--- config.mk ---
export PLATFORM = sky130hd
export DESIGN_NAME = esf_top
export DESIGN_NICKNAME = d
export VERILOG_FILES = /design/src/esf_pkg.sv /design/src/esf_ret_sel.sv /design/src/esf_irq.sv /design/src/esf_top.sv
export SDC_FILE = /design/constraint.sdc
export NUM_CORES = 1
export LEC_CHECK = 0
export BUFFER_PORTS_ARGS = -buffer_cell sky130_fd_sc_hd__buf_2
export CAP_MARGIN = 15
export CORE_MARGIN = 5
export CORE_UTILIZATION = 45
export CTS_CLUSTER_DIAMETER = 120
export DETAILED_ROUTE_END_ITERATION = 8
export HOLD_SLACK_MARGIN = 0.03
export MAX_ROUTING_LAYER = met4
export PLACE_DENSITY = 0.75
export SLEW_MARGIN = 20
export SYNTH_ARGS = -nofsm -noshare
export SYNTH_HDL_FRONTEND = slang
export SYNTH_SLANG_ARGS = --single-unit
export TNS_END_PERCENT = 100
--- constraint.sdc ---
create_clock -name core_clk_i -period 10.26 [get_ports core_clk_i]
set_input_delay 2.565 -clock core_clk_i [delete_from_list [all_inputs] [get_ports core_clk_i]]
set_output_delay 2.565 -clock core_clk_i [all_outputs]
set_load 0.01 [all_outputs]
--- src/esf_pkg.sv ---
package esf_pkg;
    // ---------------------------------------------
    // Exception kinds reported by the core
    // ---------------------------------------------
    typedef enum logic [1:0] {
        EK_ADDR_ERR,
        EK_INTERRUPT,
        EK_TRAP,
        EK_ILLEGAL
    } esf_kind_e;

    // One exception entry request
    typedef struct packed {
        esf_kind_e   kind;      // Exception kind
        logic        in_slot;   // Instruction sits in a delay slot
        logic        ldsr;      // Load-to-status-word form decoded
        logic [31:0] cur_pc;    // Address of faulting instruction
        logic [31:0] next_pc;   // Address of following instruction
        logic [31:0] branch_pc; // Address of the delayed branch
        logic [31:0] status;    // Status word to save
        logic [31:0] sp;        // Stack pointer at entry
        logic [31:0] vbase;     // Vector table base
    } esf_req_s;

    // ---------------------------------------------
    // Stacking constants
    // ---------------------------------------------
    localparam logic [31:0] STACK_STEP = 32'h0000_0004;
    localparam logic [1:0] LOW_BITS = 2'h3;

    // ---------------------------------------------
    // Register map (byte offsets)
    // ---------------------------------------------
    localparam logic [7:0] OFS_CTRL = 8'h00;
    localparam logic [7:0] OFS_STATUS = 8'h04;
    localparam logic [7:0] OFS_MASK = 8'h08;
    localparam logic [7:0] OFS_LAST_SP = 8'h0C;
    localparam logic [7:0] OFS_LAST_RET = 8'h10;
    localparam logic [7:0] OFS_STATE = 8'h14;
    localparam int EV_W = 4;
    localparam int EV_DONE = 0;
    localparam int EV_AERR = 1;
    localparam int EV_IGN = 2;
    localparam int EV_SLOT = 3;
    localparam logic CTRL_EN_RST = 1'h1;
    localparam logic [1:0] RESP_OKAY = 2'h0;
    localparam logic [1:0] RESP_SLVERR = 2'h2;

    // Word-aligned form of an address
    function automatic logic [31:0] word_align(input logic [31:0] a);
        return {a[31:2], 2'h0};
    endfunction : word_align

    // True when an address is not a multiple of four
    function automatic logic misaligned(input logic [31:0] a);
        return (a[1:0] & LOW_BITS) != 2'h0;
    endfunction : misaligned
endpackage : esf_pkg

--- src/esf_ret_sel.sv ---
`timescale 1ns/1ps
module esf_ret_sel
    import esf_pkg::*;
(
    input wire esf_req_s req_i,
    output logic [31:0] ret_o,
    output logic slot_ill_o
);
    // ---------------------------------------------
    // Return address choice per exception kind
    // ---------------------------------------------
    always_comb begin
        // Load-to-status in a slot counts as a slot illegal
        slot_ill_o = req_i.in_slot & (req_i.ldsr | (req_i.kind == EK_ILLEGAL));
        ret_o = req_i.cur_pc;
        unique case (req_i.kind)
            EK_ADDR_ERR: begin
                // Slot fault returns to the branch itself
                if (req_i.in_slot) begin
                    ret_o = req_i.branch_pc;
                end else begin
                    ret_o = req_i.cur_pc;
                end
            end
            EK_INTERRUPT: begin
                ret_o = req_i.next_pc;
            end
            EK_TRAP: begin
                ret_o = req_i.next_pc;
            end
            EK_ILLEGAL: begin
                ret_o = req_i.cur_pc;
            end
        endcase
        // Slot illegal stacks the delayed branch address
        if (slot_ill_o) begin
            ret_o = req_i.branch_pc;
        end
    end
endmodule : esf_ret_sel

--- src/esf_irq.sv ---
`timescale 1ns/1ps
module esf_irq
    import esf_pkg::*;
(
    input wire logic core_clk_i,
    input wire logic rst_i,
    input wire logic [EV_W-1:0] ev_i,
    input wire logic [EV_W-1:0] clr_i,
    input wire logic [EV_W-1:0] mask_i,
    output logic [EV_W-1:0] status_o,
    output logic irq_o
);
    // ---------------------------------------------
    // Sticky status, set beats a same-cycle clear
    // ---------------------------------------------
    always_ff @(posedge core_clk_i or posedge rst_i) begin
        if (rst_i) begin
            status_o <= '0;
        end else begin
            status_o <= (status_o & ~clr_i) | ev_i;
        end
    end

    // Level interrupt while any unmasked bit is set
    always_ff @(posedge core_clk_i or posedge rst_i) begin
        if (rst_i) begin
            irq_o <= 1'b0;
        end else begin
            irq_o <= |(((status_o & ~clr_i) | ev_i) & mask_i);
        end
    end
endmodule : esf_irq

--- src/esf_top.sv ---
// Our own choices: register access over AXI4-Lite and the register offsets.
`timescale 1ns/1ps
// Contract
// - Push status first, then return address
// - Slot address error returns to branch
// - Other address error returns to faulting instruction
// - Interrupt returns to next instruction
// - Trap returns to instruction after trap
// - Slot illegal returns to delayed branch
// - General illegal returns to undefined instruction
// - Misaligned stack pointer flags an address error
// - Stacking error waits for frame end
// - Ignore errors while stacking an error frame
// - Faulting stack write still happens
// - Subtract four per pushed word
// - Bus address has low bits cleared
// - Load-to-status in slot is slot illegal
module esf_top
    import esf_pkg::*;
#(
    parameter int ADDR_W = 8
) (
    input wire logic core_clk_i,
    input wire logic rst_i,
    input wire logic req_valid_i,
    input wire esf_req_s req_i,
    output logic req_ready_o,
    output logic done_o,
    output logic [31:0] sp_o,
    output logic mem_valid_o,
    output logic [31:0] mem_addr_o,
    output logic [31:0] mem_data_o,
    input wire logic mem_ready_i,
    input wire logic [ADDR_W-1:0] s_axi_awaddr_i,
    input wire logic s_axi_awvalid_i,
    output logic s_axi_awready_o,
    input wire logic [31:0] s_axi_wdata_i,
    input wire logic [3:0] s_axi_wstrb_i,
    input wire logic s_axi_wvalid_i,
    output logic s_axi_wready_o,
    output logic [1:0] s_axi_bresp_o,
    output logic s_axi_bvalid_o,
    input wire logic s_axi_bready_i,
    input wire logic [ADDR_W-1:0] s_axi_araddr_i,
    input wire logic s_axi_arvalid_i,
    output logic s_axi_arready_o,
    output logic [31:0] s_axi_rdata_o,
    output logic [1:0] s_axi_rresp_o,
    output logic s_axi_rvalid_o,
    input wire logic s_axi_rready_i,
    output logic irq_o
);
    // ---------------------------------------------
    // Elaboration checks
    // ---------------------------------------------
    if (ADDR_W < 8) begin : g_chk
        $error("ADDR_W must cover the register map");
    end

    // ---------------------------------------------
    // State and storage
    // ---------------------------------------------
    typedef enum logic [1:0] {ST_IDLE, ST_PUSH_SR, ST_PUSH_RET} esf_state_e;
    esf_state_e st_q; // Stacking sequencer
    logic [31:0] sp_q; // Working stack pointer
    logic [31:0] start_sp_q; // Pointer at frame start
    logic [31:0] ret_q; // Return address to push
    logic [31:0] sr_q; // Status word to push
    logic aerr_frame_q; // Frame is for an address error
    logic aerr_pend_q; // Error waiting for frame end
    logic ctrl_en_q; // Software enable of entry
    logic [EV_W-1:0] mask_q; // Interrupt mask
    logic [EV_W-1:0] status; // Sticky event bits
    logic [EV_W-1:0] ev; // Event pulses this cycle
    logic [EV_W-1:0] clr; // Write-one-to-clear pulses
    logic [31:0] sel_ret; // Chosen return address
    logic sel_slot; // Slot illegal decision
    logic accept; // Request taken this edge
    logic mem_hs; // Stack write taken this edge
    logic sp_bad; // Entry pointer or base misaligned
    logic chain_bad; // Chained frame pointer misaligned

    assign accept = req_valid_i & req_ready_o;
    assign mem_hs = mem_valid_o & mem_ready_i;
    // Either alignment fault shows when the stack is touched
    assign sp_bad = misaligned(req_i.sp) | misaligned(req_i.vbase);
    // Still misaligned in a chain, since each push takes four
    assign chain_bad = misaligned(sp_q);

    // ---------------------------------------------
    // Return address selection
    // ---------------------------------------------
    esf_ret_sel u_sel (
        .req_i(req_i),
        .ret_o(sel_ret),
        .slot_ill_o(sel_slot)
    );

    // ---------------------------------------------
    // Stacking sequencer
    // ---------------------------------------------
    // Two writes per frame; a pending error chains a frame
    always_ff @(posedge core_clk_i or posedge rst_i) begin
        if (rst_i) begin
            st_q <= ST_IDLE;
            sp_q <= '0;
            start_sp_q <= '0;
            ret_q <= '0;
            sr_q <= '0;
            aerr_frame_q <= 1'b0;
            aerr_pend_q <= 1'b0;
            req_ready_o <= 1'b0;
            done_o <= 1'b0;
            sp_o <= '0;
            mem_valid_o <= 1'b0;
            mem_addr_o <= '0;
            mem_data_o <= '0;
        end else begin
            done_o <= 1'b0;
            unique case (st_q)
                ST_IDLE: begin
                    req_ready_o <= ctrl_en_q & ~accept;
                    if (accept) begin
                        // First push is the status word
                        sp_q <= req_i.sp - STACK_STEP;
                        mem_addr_o <= word_align(req_i.sp - STACK_STEP);
                        mem_data_o <= req_i.status;
                        mem_valid_o <= 1'b1;
                        start_sp_q <= req_i.sp;
                        ret_q <= sel_ret;
                        sr_q <= req_i.status;
                        aerr_frame_q <= (req_i.kind == EK_ADDR_ERR) & ~sel_slot;
                        // Error frames never queue another one
                        aerr_pend_q <= sp_bad
                            & ~((req_i.kind == EK_ADDR_ERR) & ~sel_slot);
                        st_q <= ST_PUSH_SR;
                    end
                end
                ST_PUSH_SR: begin
                    if (mem_hs) begin
                        // Second push is the return address
                        sp_q <= sp_q - STACK_STEP;
                        mem_addr_o <= word_align(sp_q - STACK_STEP);
                        mem_data_o <= ret_q;
                        st_q <= ST_PUSH_RET;
                    end
                end
                ST_PUSH_RET: begin
                    if (mem_hs) begin
                        // Pointer now rests on the return word
                        done_o <= 1'b1;
                        sp_o <= sp_q;
                        if (aerr_pend_q) begin
                            // Address error entry only after this frame
                            aerr_pend_q <= 1'b0;
                            aerr_frame_q <= 1'b1;
                            start_sp_q <= sp_q;
                            sp_q <= sp_q - STACK_STEP;
                            mem_addr_o <= word_align(sp_q - STACK_STEP);
                            mem_data_o <= sr_q;
                            st_q <= ST_PUSH_SR;
                        end else begin
                            mem_valid_o <= 1'b0;
                            req_ready_o <= ctrl_en_q;
                            st_q <= ST_IDLE;
                        end
                    end
                end
            endcase
        end
    end

    // ---------------------------------------------
    // Event pulses
    // ---------------------------------------------
    always_comb begin
        ev = '0;
        ev[EV_DONE] = (st_q == ST_PUSH_RET) & mem_hs;
        ev[EV_AERR] = accept & sp_bad;
        // Faults seen while an error frame stacks are dropped
        ev[EV_IGN] = (accept & sp_bad & (req_i.kind == EK_ADDR_ERR) & ~sel_slot)
            | ((st_q == ST_PUSH_RET) & mem_hs & aerr_pend_q & chain_bad);
        ev[EV_SLOT] = accept & sel_slot;
    end

    // Sticky event bits and the level interrupt
    esf_irq u_irq (
        .core_clk_i(core_clk_i),
        .rst_i(rst_i),
        .ev_i(ev),
        .clr_i(clr),
        .mask_i(mask_q),
        .status_o(status),
        .irq_o(irq_o)
    );

    // ---------------------------------------------
    // AXI4-Lite write channel
    // ---------------------------------------------
    logic wr_hs; // Address and data taken together
    logic [7:0] wofs; // Write offset
    assign wr_hs = s_axi_awready_o & s_axi_awvalid_i & s_axi_wvalid_i;
    assign wofs = s_axi_awaddr_i[7:0];

    // Ready pulses once both halves wait; response follows
    always_ff @(posedge core_clk_i or posedge rst_i) begin
        if (rst_i) begin
            s_axi_awready_o <= 1'b0;
            s_axi_wready_o <= 1'b0;
            s_axi_bvalid_o <= 1'b0;
            s_axi_bresp_o <= RESP_OKAY;
        end else begin
            if (wr_hs) begin
                s_axi_awready_o <= 1'b0;
                s_axi_wready_o <= 1'b0;
                s_axi_bvalid_o <= 1'b1;
                // Unmapped or read-only offsets answer an error
                s_axi_bresp_o <= (wofs == OFS_CTRL || wofs == OFS_STATUS
                    || wofs == OFS_MASK) ? RESP_OKAY : RESP_SLVERR;
            end else if (s_axi_awvalid_i & s_axi_wvalid_i & ~s_axi_bvalid_o) begin
                s_axi_awready_o <= 1'b1;
                s_axi_wready_o <= 1'b1;
            end
            if (s_axi_bvalid_o & s_axi_bready_i) begin
                s_axi_bvalid_o <= 1'b0;
            end
        end
    end

    // Control and mask storage; low byte lane only
    always_ff @(posedge core_clk_i or posedge rst_i) begin
        if (rst_i) begin
            ctrl_en_q <= CTRL_EN_RST;
            mask_q <= '0;
        end else if (wr_hs & s_axi_wstrb_i[0]) begin
            if (wofs == OFS_CTRL) begin
                ctrl_en_q <= s_axi_wdata_i[0];
            end
            if (wofs == OFS_MASK) begin
                mask_q <= s_axi_wdata_i[EV_W-1:0];
            end
        end
    end

    // Clear pulses for the sticky bits
    assign clr = (wr_hs & s_axi_wstrb_i[0] & (wofs == OFS_STATUS))
        ? s_axi_wdata_i[EV_W-1:0] : '0;

    // ---------------------------------------------
    // AXI4-Lite read channel
    // ---------------------------------------------
    logic rd_hs; // Read address taken
    logic [7:0] rofs; // Read offset
    assign rd_hs = s_axi_arready_o & s_axi_arvalid_i;
    assign rofs = s_axi_araddr_i[7:0];

    // Data is sampled at the address handshake
    always_ff @(posedge core_clk_i or posedge rst_i) begin
        if (rst_i) begin
            s_axi_arready_o <= 1'b0;
            s_axi_rvalid_o <= 1'b0;
            s_axi_rdata_o <= '0;
            s_axi_rresp_o <= RESP_OKAY;
        end else begin
            if (rd_hs) begin
                s_axi_arready_o <= 1'b0;
                s_axi_rvalid_o <= 1'b1;
                s_axi_rresp_o <= RESP_OKAY;
                unique case (rofs)
                    OFS_CTRL: s_axi_rdata_o <= {31'h0, ctrl_en_q};
                    OFS_STATUS: s_axi_rdata_o <= {28'h0, status};
                    OFS_MASK: s_axi_rdata_o <= {28'h0, mask_q};
                    OFS_LAST_SP: s_axi_rdata_o <= sp_o;
                    OFS_LAST_RET: s_axi_rdata_o <= ret_q;
                    OFS_STATE: s_axi_rdata_o <= {29'h0, aerr_pend_q,
                        aerr_frame_q, st_q != ST_IDLE};
                    default: begin
                        // Unmapped reads return zero with an error
                        s_axi_rdata_o <= '0;
                        s_axi_rresp_o <= RESP_SLVERR;
                    end
                endcase
            end else if (s_axi_arvalid_i & ~s_axi_rvalid_o) begin
                s_axi_arready_o <= 1'b1;
            end
            if (s_axi_rvalid_o & s_axi_rready_i) begin
                s_axi_rvalid_o <= 1'b0;
            end
        end
    end
endmodule : esf_top

==> results.json <==
{
  "h-tree-depth": 1,
  "clkLatencyLatePin_ps": 510,
  "r2r-end": "sp_q[24]",
  "synth-edff-count": 0,
  "synth_mux_area_frac": 0.0746,
  "cts_tree": "yes",
  "crit_chain": "buf_2 -> ha_2 -> o21ai_0 -> buf_4 -> nand2b_2 -> nor2_1 -> a221oi_1 -> o21ai_0",
  "cellPowerDensity_mw_per_mm2": 258,
  "drc": 0,
  "placed_area_mm2": 0.0134,
  "grt_max_degree": 143,
  "ant_nets": 0,
  "ys.warnings.count": 0,
  "post_cts_resized": 0,
  "worstPathMaxFanout": 34,
  "die_y_um": 172,
  "drive_gt1_frac": 0.317,
  "syn_area_per_cell_um2": 9.26,
  "start_kind": "input pin",
  "min_path_type": "flip-flop to flip-flop",
  "cts_hold_buf": 0,
  "period_share": 0.432,
  "cts_root_buf": "clkbuf_16",
  "ys_types": 66,
  "post_drt_wl_per_cell_um": 20.5,
  "drt_first_pass_iters": 5,
  "ios": 398,
  "post_cts.repair.setup_buffers": 0,
  "tightest_slew_ps": 1100,
  "crit_type": "input pin to flip-flop",
  "gp_congestion": 0.877,
  "cp.arrival_ps": 4780,
  "synth_top_family_by_area": "compound AO/OA/AOI/OAI gates",
  "worstHoldStart": "mem_data_o[22]",
  "netlist_area_mm2": 0.0118,
  "r2r_start": "st_q[0]",
  "max_stage_delay_ps": 630,
  "outcome": "complete, no violations",
  "fin_nets": 1784,
  "synth_seq_cells": 215,
  "rows": 59,
  "max_slew_margin": 0.269,
  "drt_first_iter_violations": 1060,
  "power_mw": 3.66,
  "cp_data_required_time_ps": 10610,
  "num-fill-cells": 2341,
  "ir_drop_v": 0.000150,
  "holdPathEnd": "mem_data_o[22]",
  "cts_sinks": 215,
  "fin_area_mm2": 0.0142,
  "start_util": 0.454,
  "vias": 11100,
  "viasPerCell": 5.92,
  "synth_xor_area_frac": 0.0171,
  "setup_viol": 0,
  "place_hpwl_um": 27700,
  "io_buffer_count": 332,
  "period_needed_ps": 4430,
  "fp.coreArea_mm2": 0.0259,
  "grt_usage": 0.255,
  "synth-main-ff-cell": "dfrtp_1",
  "holdPathStages": 2,
  "cts_buffers": 24,
  "die_x_um": 172,
  "synth_seq_area_share": 0.457,
  "synth_compound_area_frac": 0.206,
  "regToRegSetupSlack_ps": 6870,
  "drt_wl_total_um": 38500,
  "synth_adder_area_share": 0.00957,
  "syn_inst": 1272,
  "die_area_mm2": 0.0295,
  "grt-ovfl-total": 0,
  "cts.path.max_buffers": 3,
  "slowest_stage": "ha_2",
  "antenna_found_initial": 2,
  "grt_pass1_wl_um": 58700,
  "layout_commonest_cell": "buf_2",
  "tns_ps": 0,
  "synthArstFlopShare": 1.00,
  "fmax_mhz": 226,
  "slew_violations": 0,
  "synthSimpleGateAreaFrac": 0.176,
  "drv_cap": 0,
  "rr_worst_depth": 7,
  "rsz0062_at_grt": "no",
  "layout_common_cells": "buf_2, nand2_1, dfrtp_1",
  "utilization": 0.549,
  "p_leak_nw": 6.69,
  "syn_to_final_growth_pct": 20.8,
  "path_common_cell": "o21ai_0",
  "critPathCaptureType": "flip-flop",
  "finalClockSkew_ps": 8.30,
  "finalHoldViolCount": 0,
  "grt_pass1_vias": 10700,
  "clk_pin_slew_ps": 60
}
[per-layer routing]
layer	track usage	up-vias	share of wire
met5	-	-	0
met4	0.0844	0	0.036
met3	0.0501	85	0.079
met2	0.400	463	0.47
met1	0.335	5421	0.41
li1	-	5127	-
[through the flow]
stage	std cells	hold WS [ps]	setup slack (ps)
5_1_grt	1872	497	5640
4_1_cts	1869	475	5080
6_report	1873	468	5830
3_3_place_gp	1826	455	4590
2_1_floorplan	1275	453	1820
3_5_place_dp	1826	462	4550
[state kept, by name, indices dropped and copies added (netlist names)]
register / cells
mem_valid_o: 1
u_irq.status_o: 4
mask_q: 4
aerr_pend_q: 1
s_axi_arready_o: 1
ctrl_en_q: 1
aerr_frame_q: 1
done_o: 1
sp_q: 31
sp_o: 32
mem_addr_o: 1
s_axi_bresp_o: 1
sr_q: 32
s_axi_rvalid_o: 1
s_axi_rdata_o: 32
s_axi_rresp_o: 1
u_irq.irq_o: 1
s_axi_wready_o: 1
st_q: 2
mem_data_o: 32
s_axi_bvalid_o: 1
req_ready_o: 1
ret_q: 32
[power breakdown]
part	total (mW)	internal (mW)	switching (mW)
clock	0.873	0.524	0.349
sequential	1.30	1.06	0.239
combinational	1.49	0.551	0.941
[cell families (layout without fill, tap and decap cells)]
group | count (synthesis) | count (layout)
AO/OA/AOI/OAI | 350 | 350
XOR/XNOR | 23 | 23
adder cells (fa/ha/maj) | 9 | 9
buffers and inverters | 146 | 406
flip-flops | 215 | 215
multiplexers | 79 | 79
other | 1 | 7
AND/OR/NAND/NOR | 449 | 449
[synth_stat cells, drive strengths merged, types with 2 or more instances]
| cell type | number | share of area |
|---|---|---|
| o21ai | 93 | 0.040 |
| ha | 9 | 0.0096 |
| or3 | 14 | 0.0080 |
| or2 | 4 | 0.0021 |
| nand4 | 4 | 0.0021 |
| nor4 | 14 | 0.0085 |
| o211ai | 9 | 0.0057 |
| nor4b | 4 | 0.0053 |
| xor2 | 12 | 0.0089 |
| nor3 | 27 | 0.012 |
| mux2i | 9 | 0.0077 |
| and2 | 3 | 0.0016 |
| o311ai | 2 | 0.0015 |
| nor2b | 4 | 0.0021 |
| nand2b | 6 | 0.0032 |
| a32o | 2 | 0.0017 |
| a2bb2oi | 4 | 0.0030 |
| nor2 | 96 | 0.031 |
| inv | 17 | 0.0054 |
| o22ai | 10 | 0.0053 |
| a221o | 6 | 0.0051 |
| a311oi | 2 | 0.0015 |
| o22a | 3 | 0.0022 |
| clkbuf | 87 | 0.028 |
| mux2 | 70 | 0.067 |
| a21oi | 29 | 0.012 |
| nand2 | 230 | 0.073 |
| o41ai | 4 | 0.0030 |
| nand3 | 12 | 0.0051 |
| buf | 42 | 0.026 |
| o21a | 2 | 0.0013 |
| xnor2 | 11 | 0.0082 |
| a21o | 6 | 0.0038 |
| o31ai | 37 | 0.024 |
| or4 | 20 | 0.014 |
| a22oi | 62 | 0.040 |
| dfrtp | 214 | 0.45 |
| a221oi | 63 | 0.047 |
| a31oi | 5 | 0.0027 |
| and3 | 5 | 0.0027 |
| a211oi | 5 | 0.0032 |
| or4b | 3 | 0.0029 |
[worst max-delay path, delay by kind of cell]
family | cells | cell delay (ps)
AOI/OAI and AO/OA | 3 | 680
adders and majority gates | 1 | 630
and+or+nand+nor | 2 | 570
buffers and inverters | 2 | 310
[area by class of cell]
class                      count  area (um^2)  area share
multi-input combinational    914         5750       0.405
antenna                        3         7.51    0.000528
timing repair buffer         346         1790       0.126
clock inverter                10          104     0.00730
inverter                      17         71.3     0.00502
sequential                   215         5380       0.379
tap                          335          419      0.0295
clock buffer                  33          696      0.0489
[worst max-delay path by stage]
stage / startpoint / end / slack [ps] / cells after the start
final: req_i[194] / ret_q[13] / 5830 / 8
after global routing: req_i[194] / ret_q[1] / 5640 / 8
after CTS: req_i[194] / ret_q[13] / 5080 / 8
after detailed placement: req_i[194] / ret_q[13] / 4550 / 8
after global placement: req_i[194] / ret_q[28] / 4590 / 8
after floorplan: rst_i / aerr_frame_q / 1820 / 1
Note: power is estimated with default switching activity, not from simulation.
